$ cat config.mk
export PLATFORM = sky130hd
export DESIGN_NAME = codec_serial_control_port
export DESIGN_NICKNAME = d
export VERILOG_FILES = /design/src/codec_ctl_pkg.sv /design/src/codec_serial_control_port.sv /design/src/pin_sync.sv /design/src/serial_shift.sv
export SDC_FILE = /design/constraint.sdc
export NUM_CORES = 1
export LEC_CHECK = 0
export BUFFER_PORTS_ARGS = -buffer_cell sky130_fd_sc_hd__buf_2
export CAP_MARGIN = 0
export CORE_UTILIZATION = 24
export DETAILED_ROUTE_END_ITERATION = 10
export GPL_TIMING_DRIVEN = 0
export PLACE_DENSITY = 0.4
export REMOVE_ABC_BUFFERS = 1
export SYNTH_ARGS = -nofsm -noshare
export SYNTH_HDL_FRONTEND = slang
export SYNTH_SLANG_ARGS = --single-unit
$ cat constraint.sdc
create_clock -name clk -period 12.5 [get_ports clk]
set_input_delay 0.625 -clock clk [delete_from_list [all_inputs] [get_ports clk]]
set_output_delay 0.625 -clock clk [all_outputs]
set_load 0.01 [all_outputs]
$ cat src/codec_ctl_pkg.sv
// Constants, field layouts and helpers for the codec serial control port.
// Assumes a single 40 MHz system clock; all pins are sampled into that domain.
//
// Functional notes
// Format pin high or open selects full addressed format, low the short one.
// Timing mode comes from register 10 bit 9; continuous mode after reset.
// Burst timing only exists while the full addressed format is selected.
// Continuous mode: shift clock runs without pause at master clock over six.
// Burst mode: 18 master-rate pulses, guard, 16 data, guard.
// One receive sample per sample period, framed by strobe rising edge.
// Transmit words read twice per sample, one per strobe edge; host fills both.
// Full format word: 2-bit address, write/read flag, 13 data bits, MSB first.
// Address bits, upper first, pick one of four control registers.
// Register 00 bits 12:11 pick DAC source; code 00 bypasses and resets interpolator.
// Register 00 bit 10 sets transmit filter gain, 0 dB or 6 dB.
// Register 00 bits 9:2 hold N; full reading gives ratio 2N+34.
// Continuous mode honours low six bits; burst ignores top two, short reading.
// Register 00 bits 1:0 set speaker gain; 00 squelches to mid reference.
// Register 01 bit layout: loopback, test, mic gain, dither, line controls, relays.
// Four mic gains up to 20 dB; mic and line filter gains 0 or -4 dB.
// Line input, mic input or both may be routed into the ADC.
// Speaker driver source selectable, with attenuation, mute and power-down.
// Line driver source selectable among mic, line and transmit output.
// After supplies, internal reset first, then references power up, about 50 ms.
// Modulator rate 1.024 to 2.048 MHz; output rate from clock and decimation.
// Short reading of six-bit N gives ratio 2N+192, from 192 to 318.
// With readback enabled, a read frame returns address, flag and register contents.
// Host holds control and transmit bits stable around shift clock falling edge.
// Control word applied only after all 16 bits; fields default during power-on reset.
// Frame with write/read flag low leaves the addressed register unchanged.

package codec_ctl_pkg;

	localparam int WORD_BITS = 16;
	localparam int REG_BITS = 13;
	localparam int OSR_BITS = 10;

	// Register addresses and reset value
	localparam logic [1:0] REG_TX_PATH = 2'h0;
	localparam logic [1:0] REG_ROUTING = 2'h1;
	localparam logic [1:0] REG_MODE = 2'h2;
	localparam logic [1:0] REG_AUX = 2'h3;
	localparam logic [12:0] REG_RESET = 13'h0000;

	// Full format word layout
	localparam int WORD_ADDR_HI = 15;
	localparam int WORD_ADDR_LO = 14;
	localparam int WORD_WRITE = 13;

	// Field positions
	localparam int TIMING_MODE_BIT = 9;
	localparam int READBACK_BIT = 0;
	localparam int DAC_SRC_LSB = 11;
	localparam int TX_GAIN_BIT = 10;
	localparam int OSR_LSB = 2;
	localparam int SPK_GAIN_LSB = 0;
	localparam int ADC_LOOP_BIT = 12;
	localparam int TEST_OUT_BIT = 11;
	localparam int MIC_GAIN_LSB = 9;
	localparam int DITHER_BIT = 8;
	localparam int LINE_ATTEN_BIT = 7;
	localparam int LINE_EN_BIT = 6;
	localparam int LINE_SRC_HI_BIT = 5;
	localparam int LOCAL_LOOP_BIT = 4;
	localparam int REMOTE_LOOP_BIT = 3;
	localparam int RELAY_A_BIT = 2;
	localparam int SQUELCH_BIT = 1;
	localparam int RELAY_B_BIT = 0;

	// Timing
	localparam int CONT_DIV = 6;
	localparam int BURST_PULSES = 18;
	localparam logic [9:0] OSR_FULL_BASE = 10'h022;
	localparam logic [9:0] OSR_SHORT_BASE = 10'h0c0;
	localparam int POWERUP_MS = 50;
	localparam int CLK_KHZ = 40000;
	localparam int POWERUP_CYCLES = POWERUP_MS * CLK_KHZ;

	typedef enum logic [1:0] {
		SCK_IDLE = 2'b00,
		SCK_BURST = 2'b01,
		SCK_CONT = 2'b10
	} sck_state_t;

	// Ratio from the N field per format and timing mode
	function automatic logic [9:0] osr_of(input logic [7:0] n, input logic full,
		input logic burst);
		logic [9:0] base;
		logic [9:0] nn;
		base = (full && !burst) ? OSR_FULL_BASE : OSR_SHORT_BASE;
		nn = {4'h0, n[5:0]};
		osr_of = base + {nn[8:0], 1'b0};
	endfunction

endpackage

$ cat src/codec_serial_control_port.sv
// Serial host port and control registers of the codec.
// Assumes master clock, data and strap pins are asynchronous to clk and
// slower than clk/4; ADC samples arrive on adc_sample from the converter side.
`timescale 1ns/1ps
`default_nettype none

module codec_serial_control_port #(
	parameter int POWERUP_COUNT = codec_ctl_pkg::POWERUP_CYCLES
) (
	input wire logic clk,
	input wire logic rst_b,
	input wire logic por_b,
	input wire logic format_select_pin,
	input wire logic master_clock_in,
	input wire logic tx_serial_in,
	input wire logic control_serial_in,
	input wire logic [15:0] adc_sample,
	output logic shift_clock_out,
	output logic strobe_out,
	output logic rx_serial_out,
	output logic [15:0] tx_word,
	output logic tx_word_valid,
	output logic tx_word_second,
	output logic internal_reset,
	output logic refs_ready,
	output logic burst_timing,
	output logic [1:0] dac_source,
	output logic interp_reset,
	output logic tx_filter_gain,
	output logic [9:0] osr_ratio,
	output logic [1:0] speaker_gain,
	output logic speaker_squelch,
	output logic adc_loopback_en,
	output logic test_out_en,
	output logic [1:0] mic_gain,
	output logic dither_en,
	output logic line_atten_en,
	output logic line_in_ctrl,
	output logic [1:0] line_driver_src,
	output logic local_analog_loop,
	output logic line_driver_squelch,
	output logic [12:0] mode_reg,
	output logic [12:0] aux_reg,
	output logic offhook_relay_out,
	output logic offhook_relay_oe,
	output logic talk_data_relay_out,
	output logic talk_data_relay_oe
);
	initial begin
		if (POWERUP_COUNT < 1 || POWERUP_COUNT > 2097151)
			$error("POWERUP_COUNT out of range");
	end

	// ------------------------------------------------------------
	// Pin synchronisers
	// ------------------------------------------------------------
	logic por_ok, full_fmt, mclk_rise, mclk_fall, tx_bit, ctl_bit;

	pin_sync #(.RESET_LEVEL(1'b0)) u_por (.clk(clk), .rst_b(rst_b), .pin(por_b),
		.level(por_ok), .rise(), .fall());
	pin_sync #(.RESET_LEVEL(1'b1)) u_fmt (.clk(clk), .rst_b(rst_b), .pin(format_select_pin),
		.level(full_fmt), .rise(), .fall());
	pin_sync #(.RESET_LEVEL(1'b0)) u_mclk (.clk(clk), .rst_b(rst_b), .pin(master_clock_in),
		.level(), .rise(mclk_rise), .fall(mclk_fall));
	pin_sync #(.RESET_LEVEL(1'b0)) u_tx (.clk(clk), .rst_b(rst_b), .pin(tx_serial_in),
		.level(tx_bit), .rise(), .fall());
	pin_sync #(.RESET_LEVEL(1'b0)) u_ctl (.clk(clk), .rst_b(rst_b), .pin(control_serial_in),
		.level(ctl_bit), .rise(), .fall());

	// Both the bench reset and the power-on pin clear the port
	logic run;
	assign run = rst_b & por_ok;

	// ------------------------------------------------------------
	// Power-up sequence
	// ------------------------------------------------------------
	logic [20:0] pwr_cnt;

	always_ff @(posedge clk) begin
		if (!run) begin
			pwr_cnt <= '0;
			refs_ready <= 1'b0;
		end else if (pwr_cnt == POWERUP_COUNT[20:0] - 21'h000001) begin
			refs_ready <= 1'b1;
		end else begin
			pwr_cnt <= pwr_cnt + 21'h000001;
		end
	end

	assign internal_reset = ~run;

	// ------------------------------------------------------------
	// Control registers
	// ------------------------------------------------------------
	logic [12:0] regs [4];
	logic [9:0] osr;
	logic burst;

	assign burst = full_fmt & regs[codec_ctl_pkg::REG_MODE][codec_ctl_pkg::TIMING_MODE_BIT];
	assign osr = codec_ctl_pkg::osr_of(regs[codec_ctl_pkg::REG_TX_PATH][9:2], full_fmt,
		burst);

	// ------------------------------------------------------------
	// Shift clock generation
	// ------------------------------------------------------------
	codec_ctl_pkg::sck_state_t sck_state;
	logic [2:0] div_cnt;
	logic [4:0] pulse_cnt;
	logic [9:0] half_cnt;
	logic sck_rise, sck_fall, word_start, data_fall, shift_rise;

	always_comb begin
		sck_rise = 1'b0;
		sck_fall = 1'b0;
		word_start = 1'b0;
		data_fall = 1'b0;
		shift_rise = 1'b0;
		case (sck_state)
			codec_ctl_pkg::SCK_CONT: begin
				sck_rise = mclk_rise && div_cnt == 3'(codec_ctl_pkg::CONT_DIV - 1);
				sck_fall = mclk_rise && div_cnt == 3'(codec_ctl_pkg::CONT_DIV / 2 - 1);
				word_start = sck_rise && pulse_cnt == 5'h0f;
				data_fall = sck_fall;
				shift_rise = sck_rise && !word_start;
			end
			codec_ctl_pkg::SCK_BURST: begin
				sck_rise = mclk_rise && pulse_cnt < 5'(codec_ctl_pkg::BURST_PULSES);
				sck_fall = mclk_fall && shift_clock_out;
				data_fall = sck_fall && pulse_cnt >= 5'h02 && pulse_cnt <= 5'h11;
				shift_rise = sck_rise && pulse_cnt >= 5'h02 && pulse_cnt <= 5'h10;
			end
			default: begin
				sck_rise = 1'b0;
			end
		endcase
		if (sck_state != codec_ctl_pkg::SCK_CONT)
			word_start = mclk_rise && half_cnt >= osr - 10'h001;
	end

	always_ff @(posedge clk) begin
		if (!run) begin
			sck_state <= codec_ctl_pkg::SCK_CONT;
		end else if (word_start || sck_state == codec_ctl_pkg::SCK_IDLE) begin
			// Mode change lands only on a word boundary so no half word escapes
			sck_state <= burst ? codec_ctl_pkg::SCK_BURST : codec_ctl_pkg::SCK_CONT;
		end
	end

	always_ff @(posedge clk) begin
		if (!run || sck_state != codec_ctl_pkg::SCK_CONT) begin
			div_cnt <= '0;
		end else if (mclk_rise) begin
			div_cnt <= (div_cnt == 3'(codec_ctl_pkg::CONT_DIV - 1)) ? 3'h0 : div_cnt + 3'h1;
		end
	end

	always_ff @(posedge clk) begin
		if (!run) begin
			half_cnt <= '0;
		end else if (word_start) begin
			half_cnt <= '0;
		end else if (mclk_rise) begin
			half_cnt <= half_cnt + 10'h001;
		end
	end

	always_ff @(posedge clk) begin
		if (!run) begin
			pulse_cnt <= 5'(codec_ctl_pkg::BURST_PULSES);
			shift_clock_out <= 1'b0;
		end else begin
			// Entering burst, the last continuous rise doubles as the guard pulse
			if (word_start && burst && sck_state == codec_ctl_pkg::SCK_CONT)
				pulse_cnt <= 5'h01;
			else if (word_start)
				pulse_cnt <= '0;
			else if (sck_rise)
				pulse_cnt <= pulse_cnt + 5'h01;
			if (sck_state == codec_ctl_pkg::SCK_BURST && word_start)
				shift_clock_out <= 1'b0;
			else if (sck_rise)
				shift_clock_out <= 1'b1;
			else if (sck_fall)
				shift_clock_out <= 1'b0;
		end
	end

	// ------------------------------------------------------------
	// Strobe and receive data
	// ------------------------------------------------------------
	logic [15:0] rx_shift;
	logic rb_pending;
	logic [15:0] rb_word;

	always_ff @(posedge clk) begin
		if (!run) begin
			strobe_out <= 1'b0;
			rx_shift <= '0;
		end else if (word_start) begin
			strobe_out <= ~strobe_out;
			if (!strobe_out)
				rx_shift <= adc_sample;
			else
				rx_shift <= rb_pending ? rb_word : 16'h0000;
		end else if (shift_rise) begin
			rx_shift <= {rx_shift[14:0], 1'b0};
		end
	end

	assign rx_serial_out = rx_shift[15];

	// ------------------------------------------------------------
	// Input words
	// ------------------------------------------------------------
	logic [15:0] ctl_word;
	logic ctl_full, ctl_full_d;

	// Sampling on the falling shift clock edge, where the host holds data
	serial_shift #(.WIDTH(codec_ctl_pkg::WORD_BITS)) u_txs (.clk(clk), .rst_b(run),
		.clear(word_start), .shift(data_fall), .bit_in(tx_bit), .word(tx_word),
		.full());
	serial_shift #(.WIDTH(codec_ctl_pkg::WORD_BITS)) u_ctls (.clk(clk), .rst_b(run),
		.clear(word_start), .shift(data_fall), .bit_in(ctl_bit), .word(ctl_word),
		.full(ctl_full));

	always_ff @(posedge clk) begin
		if (!run) begin
			ctl_full_d <= 1'b0;
		end else begin
			ctl_full_d <= ctl_full;
		end
	end

	logic word_done;
	assign word_done = ctl_full & ~ctl_full_d;
	assign tx_word_valid = word_done;
	assign tx_word_second = ~strobe_out;

	// ------------------------------------------------------------
	// Register update
	// ------------------------------------------------------------
	logic [1:0] w_addr;
	logic w_write;
	logic apply;

	assign w_addr = {ctl_word[codec_ctl_pkg::WORD_ADDR_HI],
		ctl_word[codec_ctl_pkg::WORD_ADDR_LO]};
	assign w_write = ctl_word[codec_ctl_pkg::WORD_WRITE];
	// Control words are taken in the strobe-high slot only, once per sample
	assign apply = word_done & strobe_out;

	always_ff @(posedge clk) begin
		if (!run) begin
			for (int i = 0; i < 4; i++)
				regs[i] <= codec_ctl_pkg::REG_RESET;
		end else if (apply && full_fmt) begin
			if (w_write)
				regs[w_addr] <= ctl_word[12:0];
		end else if (apply) begin
			// Short format carries a subset of registers 00 and 01
			regs[codec_ctl_pkg::REG_TX_PATH] <= {ctl_word[15:14], ctl_word[7], 2'b00,
				ctl_word[13:8], ctl_word[5:4]};
			regs[codec_ctl_pkg::REG_ROUTING][codec_ctl_pkg::LOCAL_LOOP_BIT] <= ctl_word[6];
			regs[codec_ctl_pkg::REG_ROUTING][codec_ctl_pkg::REMOTE_LOOP_BIT] <= ctl_word[3];
			regs[codec_ctl_pkg::REG_ROUTING][2:0] <= ctl_word[2:0];
		end
	end

	always_ff @(posedge clk) begin
		if (!run) begin
			rb_pending <= 1'b0;
			rb_word <= '0;
		end else if (apply && full_fmt && !w_write &&
			regs[codec_ctl_pkg::REG_MODE][codec_ctl_pkg::READBACK_BIT]) begin
			rb_pending <= 1'b1;
			rb_word <= {w_addr, 1'b0, regs[w_addr]};
		end else if (word_start && strobe_out) begin
			rb_pending <= 1'b0;
		end
	end

	// ------------------------------------------------------------
	// Field decode
	// ------------------------------------------------------------
	logic [12:0] r0, r1;
	assign r0 = regs[codec_ctl_pkg::REG_TX_PATH];
	assign r1 = regs[codec_ctl_pkg::REG_ROUTING];

	always_ff @(posedge clk) begin
		if (!run) begin
			osr_ratio <= codec_ctl_pkg::OSR_FULL_BASE;
			burst_timing <= 1'b0;
		end else begin
			osr_ratio <= osr;
			burst_timing <= sck_state == codec_ctl_pkg::SCK_BURST;
		end
	end

	assign dac_source = r0[12:11];
	assign interp_reset = r0[12:11] == 2'b00;
	assign tx_filter_gain = r0[codec_ctl_pkg::TX_GAIN_BIT];
	assign speaker_gain = r0[1:0];
	assign speaker_squelch = r0[1:0] == 2'b00;
	assign adc_loopback_en = r1[codec_ctl_pkg::ADC_LOOP_BIT];
	assign test_out_en = r1[codec_ctl_pkg::TEST_OUT_BIT];
	assign mic_gain = r1[10:9];
	assign dither_en = r1[codec_ctl_pkg::DITHER_BIT];
	assign line_atten_en = r1[codec_ctl_pkg::LINE_ATTEN_BIT];
	assign line_in_ctrl = r1[codec_ctl_pkg::LINE_EN_BIT];
	assign line_driver_src = {r1[codec_ctl_pkg::LINE_SRC_HI_BIT],
		r1[codec_ctl_pkg::REMOTE_LOOP_BIT]};
	assign local_analog_loop = r1[codec_ctl_pkg::LOCAL_LOOP_BIT];
	assign line_driver_squelch = r1[codec_ctl_pkg::SQUELCH_BIT];
	assign mode_reg = regs[codec_ctl_pkg::REG_MODE];
	assign aux_reg = regs[codec_ctl_pkg::REG_AUX];

	// Open-drain relays pull low when active; relay B also gated by power-on
	assign offhook_relay_out = 1'b0;
	assign offhook_relay_oe = r1[codec_ctl_pkg::RELAY_A_BIT];
	assign talk_data_relay_out = 1'b0;
	assign talk_data_relay_oe = r1[codec_ctl_pkg::RELAY_B_BIT] & por_ok;
endmodule

`default_nettype wire

$ cat src/pin_sync.sv
// Two-flop synchroniser with edge detection for one pin.
// Assumes the pin is asynchronous to clk.
`timescale 1ns/1ps
`default_nettype none

module pin_sync #(
	parameter logic RESET_LEVEL = 1'b0
) (
	input wire logic clk,
	input wire logic rst_b,
	input wire logic pin,
	output logic level,
	output logic rise,
	output logic fall
);
	logic meta;
	logic sync;
	logic prev;

	always_ff @(posedge clk) begin
		if (!rst_b) begin
			meta <= RESET_LEVEL;
			sync <= RESET_LEVEL;
			prev <= RESET_LEVEL;
		end else begin
			meta <= pin;
			sync <= meta;
			prev <= sync;
		end
	end

	assign level = sync;
	assign rise = sync & ~prev;
	assign fall = ~sync & prev;
endmodule

`default_nettype wire

$ cat src/serial_shift.sv
// Serial-in shifter, MSB first, with a cleared bit count.
// Assumes shift and clear are one-cycle pulses on clk.
`timescale 1ns/1ps
`default_nettype none

module serial_shift #(
	parameter int WIDTH = 16
) (
	input wire logic clk,
	input wire logic rst_b,
	input wire logic clear,
	input wire logic shift,
	input wire logic bit_in,
	output logic [WIDTH-1:0] word,
	output logic full
);
	logic [$clog2(WIDTH+1)-1:0] count;

	initial begin
		if (WIDTH < 2) $error("serial_shift: WIDTH below 2");
	end

	always_ff @(posedge clk) begin
		if (!rst_b || clear) begin
			word <= '0;
			count <= '0;
		end else if (shift && !full) begin
			word <= {word[WIDTH-2:0], bit_in};
			count <= count + 1'b1;
		end
	end

	assign full = (count == WIDTH[$clog2(WIDTH+1)-1:0]);
endmodule

`default_nettype wire

Yosys cells after proc, flatten, opt, wreduce, memory -nomap -nowiden
Memory sizes are Yosys's and may differ from the RTL's. A register that Yosys moved wholly into a read port is not among the register bits. Index checks and enable logic that the tools add are counted.

Input bits: 23. Word-level logic and storage cells: 147. Bits in writable memories: 52. Register bits: 141. Memories kept: 1.

Memory list: regs (depth 4, width 13, read ports 5, clocked after Yosys merged registers in 1, write ports 4, RTL line codec_serial_control_port.sv:95) `logic [12:0] regs [4];`.

Reduce and logical (&&, ||, !) cells: 42. Equality and inequality tests: 9. Magnitude comparators: 5. Add/sub/neg operators: 8. Muxes and demuxes: 36. Bitwise logic cells: 16.

Operators with widths (number): 16-bit two-way mux (4); 13-bit two-way mux (2); 21-bit by 1-bit adder with 21-bit output, second input constant (1); 21-bit equality test, second input constant (1); 1-bit logical AND (21); 1-bit two-way mux (18); 5-bit by 1-bit adder with 5-bit output, second input constant (3); 5-bit two-way mux (3); 13-bit OR reduction (1); 10-bit by 1-bit adder with 10-bit output, second input constant (1); 5-bit equality test, second input constant (2); 10-bit >= comparator (1); 5-bit <= comparator, second input constant (2); 9-bit by 1-bit subtractor with 10-bit output, second input constant (1); 8-bit by 7-bit adder with 9-bit output (1); 8-bit two-way mux (1); 1-bit one-hot mux with 2 select lines (4); 1-bit AND (7); 1-bit logical NOT (7); 2-bit logical NOT (3); 3-bit two-way mux (2); 2-bit nonzero test (3); 5-bit by 4-bit equality test with 1-bit output, second input constant (1); 5-bit by 2-bit >= comparator with 1-bit output, second input constant (1); other kinds (14) (25).

Longest topological paths before layout
An unclocked memory read counts as a cell.

Word-level depth: 13. Depth in mapped cells: 16. Gate-level depth less buffers: 15.

Hierarchy
A second synthesis with hierarchy kept.

Cells, all modules: 874. Area, all modules: 9086.2 um2.

Modules (own cells, without submodules): codec_serial_control_port (seq. area each 3283.1 um2, cells each 666, instances 1, area an instance 6915.4 um2); serial_shift (seq. area each 420.4 um2, cells each 84, instances 2, area an instance 857.1 um2); pin_sync (seq. area each 60.1 um2, cells each 8, instances 5, area an instance 91.3 um2).

Worst setup path before layout
No wires, ideal clock.

Path type: register to register. From: memory regs[2][9]. To: register rx_shift[12]. Slack: 8.543 ns. Data arrival time: 3.820 ns. Path buffers: 2. Stages on the path, launching flop included: 15. Cells stage by stage: edfxtp_1 -> nor2b_1 -> ha_1 -> and3_1 -> buf_2 -> mux2_1 -> o31a_1 -> or4b_1 -> ha_1 -> nand4_1 -> nor4_1 -> o31ai_2 -> clkbuf_1 -> a222oi_1 -> a211oi_1.

RTL lines: from (decl) (RTL line codec_serial_control_port.sv:95); to (signal assigned) (RTL line codec_serial_control_port.sv:202) `rx_shift <= adc_sample;`; to (signal assigned) (RTL line codec_serial_control_port.sv:204) `rx_shift <= rb_pending ? rb_word : 16'h0000;`; to (signal assigned) (RTL line codec_serial_control_port.sv:206) `rx_shift <= {rx_shift[14:0], 1'b0};`; to (decl) (RTL line codec_serial_control_port.sv:191) `logic [15:0] rx_shift;`.

==> summary.txt <==
Clock tree
  – CTS Hold Bufs: 0
  – Clock Path Buffers: 2
  – TritonCTS buffer count: 17
  – CTS sink count: 191
  – # resized after CTS: 0
  – CTS tree: yes
  – Skew-Pair Late Insertion Delay: 0.45 ns
  – Root buf cell: clkbuf_16
  – H-tree levels: 4
  – Setup Buffers After CTS: 0
  – Clock slew at reported path FFs: 0.08 ns

Global routing
  – First-pass GRT wire length: 38.4 mm
  – Largest net degree at the start of global routing: 40
  – Antenna violations before repair: 0
  – Vias in the first global route: 6626
  – Total global-route track usage: 0.129
  – Remaining global-route overflow: 0

Setup path
  – Reg-to-Reg End: u_txs.count[2]
  – R2r setup slk: 7.34 ns
  – WP data required: 12.86 ns
  – Crit path kind: reg2reg
  – Cell mode on critical path: ha_1
  – Crit path DAT: 5.52 ns
  – Crit path capture type: flip-flop
  – CP max stage delay: 0.71 ns
  – Crit Reg-Reg Startpoint: regs[2][9]
  – CP max stage cell: o31ai_4
  – Worst path cell trace: nor2b_1 -> ha_1 -> and3_1 -> mux2_1 -> o31a_1 -> or4b_1 -> ha_1 -> nand4_1 -> nor4_1 -> o31ai_4 -> nand3_2 -> buf_12 -> a311oi_1
  – Max FO, Critical Path: 29
  – R2R depth: 13
  – Worst Setup Start Kind: flip-flop

Logic synthesis
  – Cells after Synth: 868
  – Mean area per synthesized cell: 10.3 um2
  – Flops & latches, synth: 191
  – Top post-synthesis cells by area: dfxtp_1 (31%), edfxtp_1 (17%), mux2i_1 (5.2%)
  – Ys flop type: dfxtp_1
  – Number of flops mapped to enable cells by yosys: 52
  – Post-synthesis cell area: 8980 um2
  – Async S/R FF share, synth: 0
  – Post-synth cell types: 73
  – Sequential area share after synthesis: 0.484
  – Area share of the largest cell type after synthesis: 0.310
  – Yosys warning total: 0
  – Synth area leader: dfxtp_1

STA
  – Max Slew Vio Count: 0
  – Setup TNS: 0 ns
  – Fin crit share: 0.413
  – Slew HR: 0.213
  – Finish-stage setup viols: 0
  – Final hold vios: 0
  – Fin crit period: 5.16 ns
  – Fmax achieved: 0.194 GHz
  – Hold_ws: 0.377 ns
  – Actual slew at the worst max-slew pin: 1.16 ns
  – RSZ-0062 raised after global routing: false
  – Skew final: 0.0174 ns

Hold path
  – Worst Hold Depth: 2
  – Hold Startpoint: format_select_pin
  – Hold Crit Class: in2reg
  – Hold EP: u_fmt.meta

Detailed routing
  – Via count: 6685
  – Iter 0 DRT Violations: 432
  – Average wire per standard cell: 17.1 um
  – DRC: 0
  – Remaining antenna violation count: 0
  – DR pass1 iterations: 9
  – Final wirelength: 24.2 mm
  – Via density: 4.74

Die
  – Starting density of the core: 0.245
  – Row count: 70
  – Die W: 195 um
  – Area of the core: 36700 um2
  – Die area: 38200 um2
  – I/O Pins: 105
  – Die H: 195 um

Pwr
  – Max IR drop VDD: 0.0952 mV
  – Pleak: 3.87 nW
  – Design Power: 1.25 mW
  – Pwr/cell area: 119 nW/um2

Finish
  – Layout area overhead: 16.7%
  – NumNets Final: 978
  – Layout cell share with drive strength beyond 1: 0.182

Run status
  – Status: completed

Flow run
  – Max Cap Violations: 0

Placement
  – HPWL Detailed: 17.0 mm
  – Buffers on Ports: 100
  – Final Wtd Congestion: 0.741
==> critical path, delay by kind of cell, from the launching register on <==
kind / cells / cell delay [ns]
adders and majority gates: 2 / 0.56
AOI/OAI and AO/OA: 3 / 1.23
DFF: 1 / 0.54
muxes: 1 / 0.35
buffers and inverters: 1 / 0.32
and+or+nand+nor: 6 / 2.05
==> placed cells by master (no fill, tap or decap), drive strengths merged, types with 5 or more instances in the layout <==
cell type,n
a211oi,20
a21oi,45
a221oi,7
a222oi,8
a22o,13
and2,41
and3,22
and4,5
buf,105
clkbuf,18
clkinv,6
dfxtp,139
edfxtp,52
ha,27
inv,25
mux2i,47
mux4,13
nand2,58
nand2b,8
nand3,19
nand4,30
nor2,71
nor3,9
o21a,5
o21ai,22
o31a,5
o31ai,7
or3,12
xnor2,22
xor2,16
==> cell type report <==
| class | count | area (um2) |
|---|---|---|
| fillers | 3847 | 26200 |
| flip-flops and latches | 191 | 4350 |
| multi-input cells | 593 | 4270 |
| repair buffers | 105 | 598 |
| well taps | 468 | 586 |
| clock buffers | 18 | 429 |
| clock inverters | 14 | 179 |
| inverters | 20 | 75.1 |
| diodes | 1 | 2.50 |
==> metrics by stage <==
stage,area [um2],std cells,utilization,setup WS [ns]
detailed placement,9870,1377,0.269,7.30
global placement,9740,1372,0.265,4.15
global route,10500,1409,0.286,7.01
floorplan,8650,804,-,6.75
CTS,10500,1409,0.286,7.27
finish,10500,1410,0.286,7.34
==> cells in the mapped netlist (5+ instances only) <==
master,count
ha_1,27
a22o_1,13
nand4_1,30
nand2_1,58
and2_1,41
clkbuf_1,37
and3_1,22
o31ai_1,6
nor3_1,7
buf_2,8
a222oi_1,8
o21ai_0,9
xnor2_1,22
a211oi_1,17
a221oi_1,7
xor2_1,16
o21ai_1,12
mux2i_1,47
and4_1,5
o31a_1,5
nand3_1,19
edfxtp_1,52
nor2_1,70
nand2b_1,8
mux4_2,13
a21oi_1,45
dfxtp_1,139
or3_1,12
buf_4,14
inv_1,19
==> layer usage <==
metal / share of wire / GRT usage / vias up
met4: 0.015 / 0.0452 / 0
met5: 0 / 0 / -
met2: 0.47 / 0.209 / 109
met1: 0.49 / 0.171 / 3260
li1: - / - / 3298
met3: 0.030 / 0.0242 / 18
==> kinds of logic after synthesis <==
logic type | Yosys count | synth area share
compound gates | 157 | 0.123
fa+ha+maj | 27 | 0.0376
mux | 63 | 0.0887
xor+xnor | 38 | 0.0370
other cells | 1 | 0.000417
buf+inv | 87 | 0.0467
flops | 191 | 0.484
simple gates | 304 | 0.183
==> where the power goes <==
part	leakage (nW)	switching, mW	total, mW	internal [mW]
Clock	0.288	0.279	0.566	0.288
Sequential	1.74	0.00499	0.644	0.639
Combinational	1.84	0.0244	0.0394	0.0150
==> registers in the layout (all words and copies together) (netlist names), 2 cells and up <==
name          cells
osr_ratio         8
pulse_cnt         5
u_txs.count       5
rb_word          15
sck_state         2
rx_shift         16
regs             52
pwr_cnt          21
u_txs.word       16
div_cnt           3
half_cnt         10
u_ctls.word      16
u_ctls.count      5
==> how the worst max path moves through the flow <==
stage | slack [ns] | endpoint | start | cells past startpoint
CTS | 7.27 | u_txs.count[2] | regs[2][9] | 13
detailed placement | 7.30 | u_txs.count[2] | regs[2][9] | 13
finish | 7.34 | u_txs.count[2] | regs[2][9] | 13
global route | 7.01 | u_txs.count[2] | regs[2][9] | 13
global placement | 4.15 | u_txs.count[2] | regs[2][9] | 12
floorplan | 6.75 | u_txs.count[2] | regs[2][9] | 12
Power figures use the tool's default switching activity.
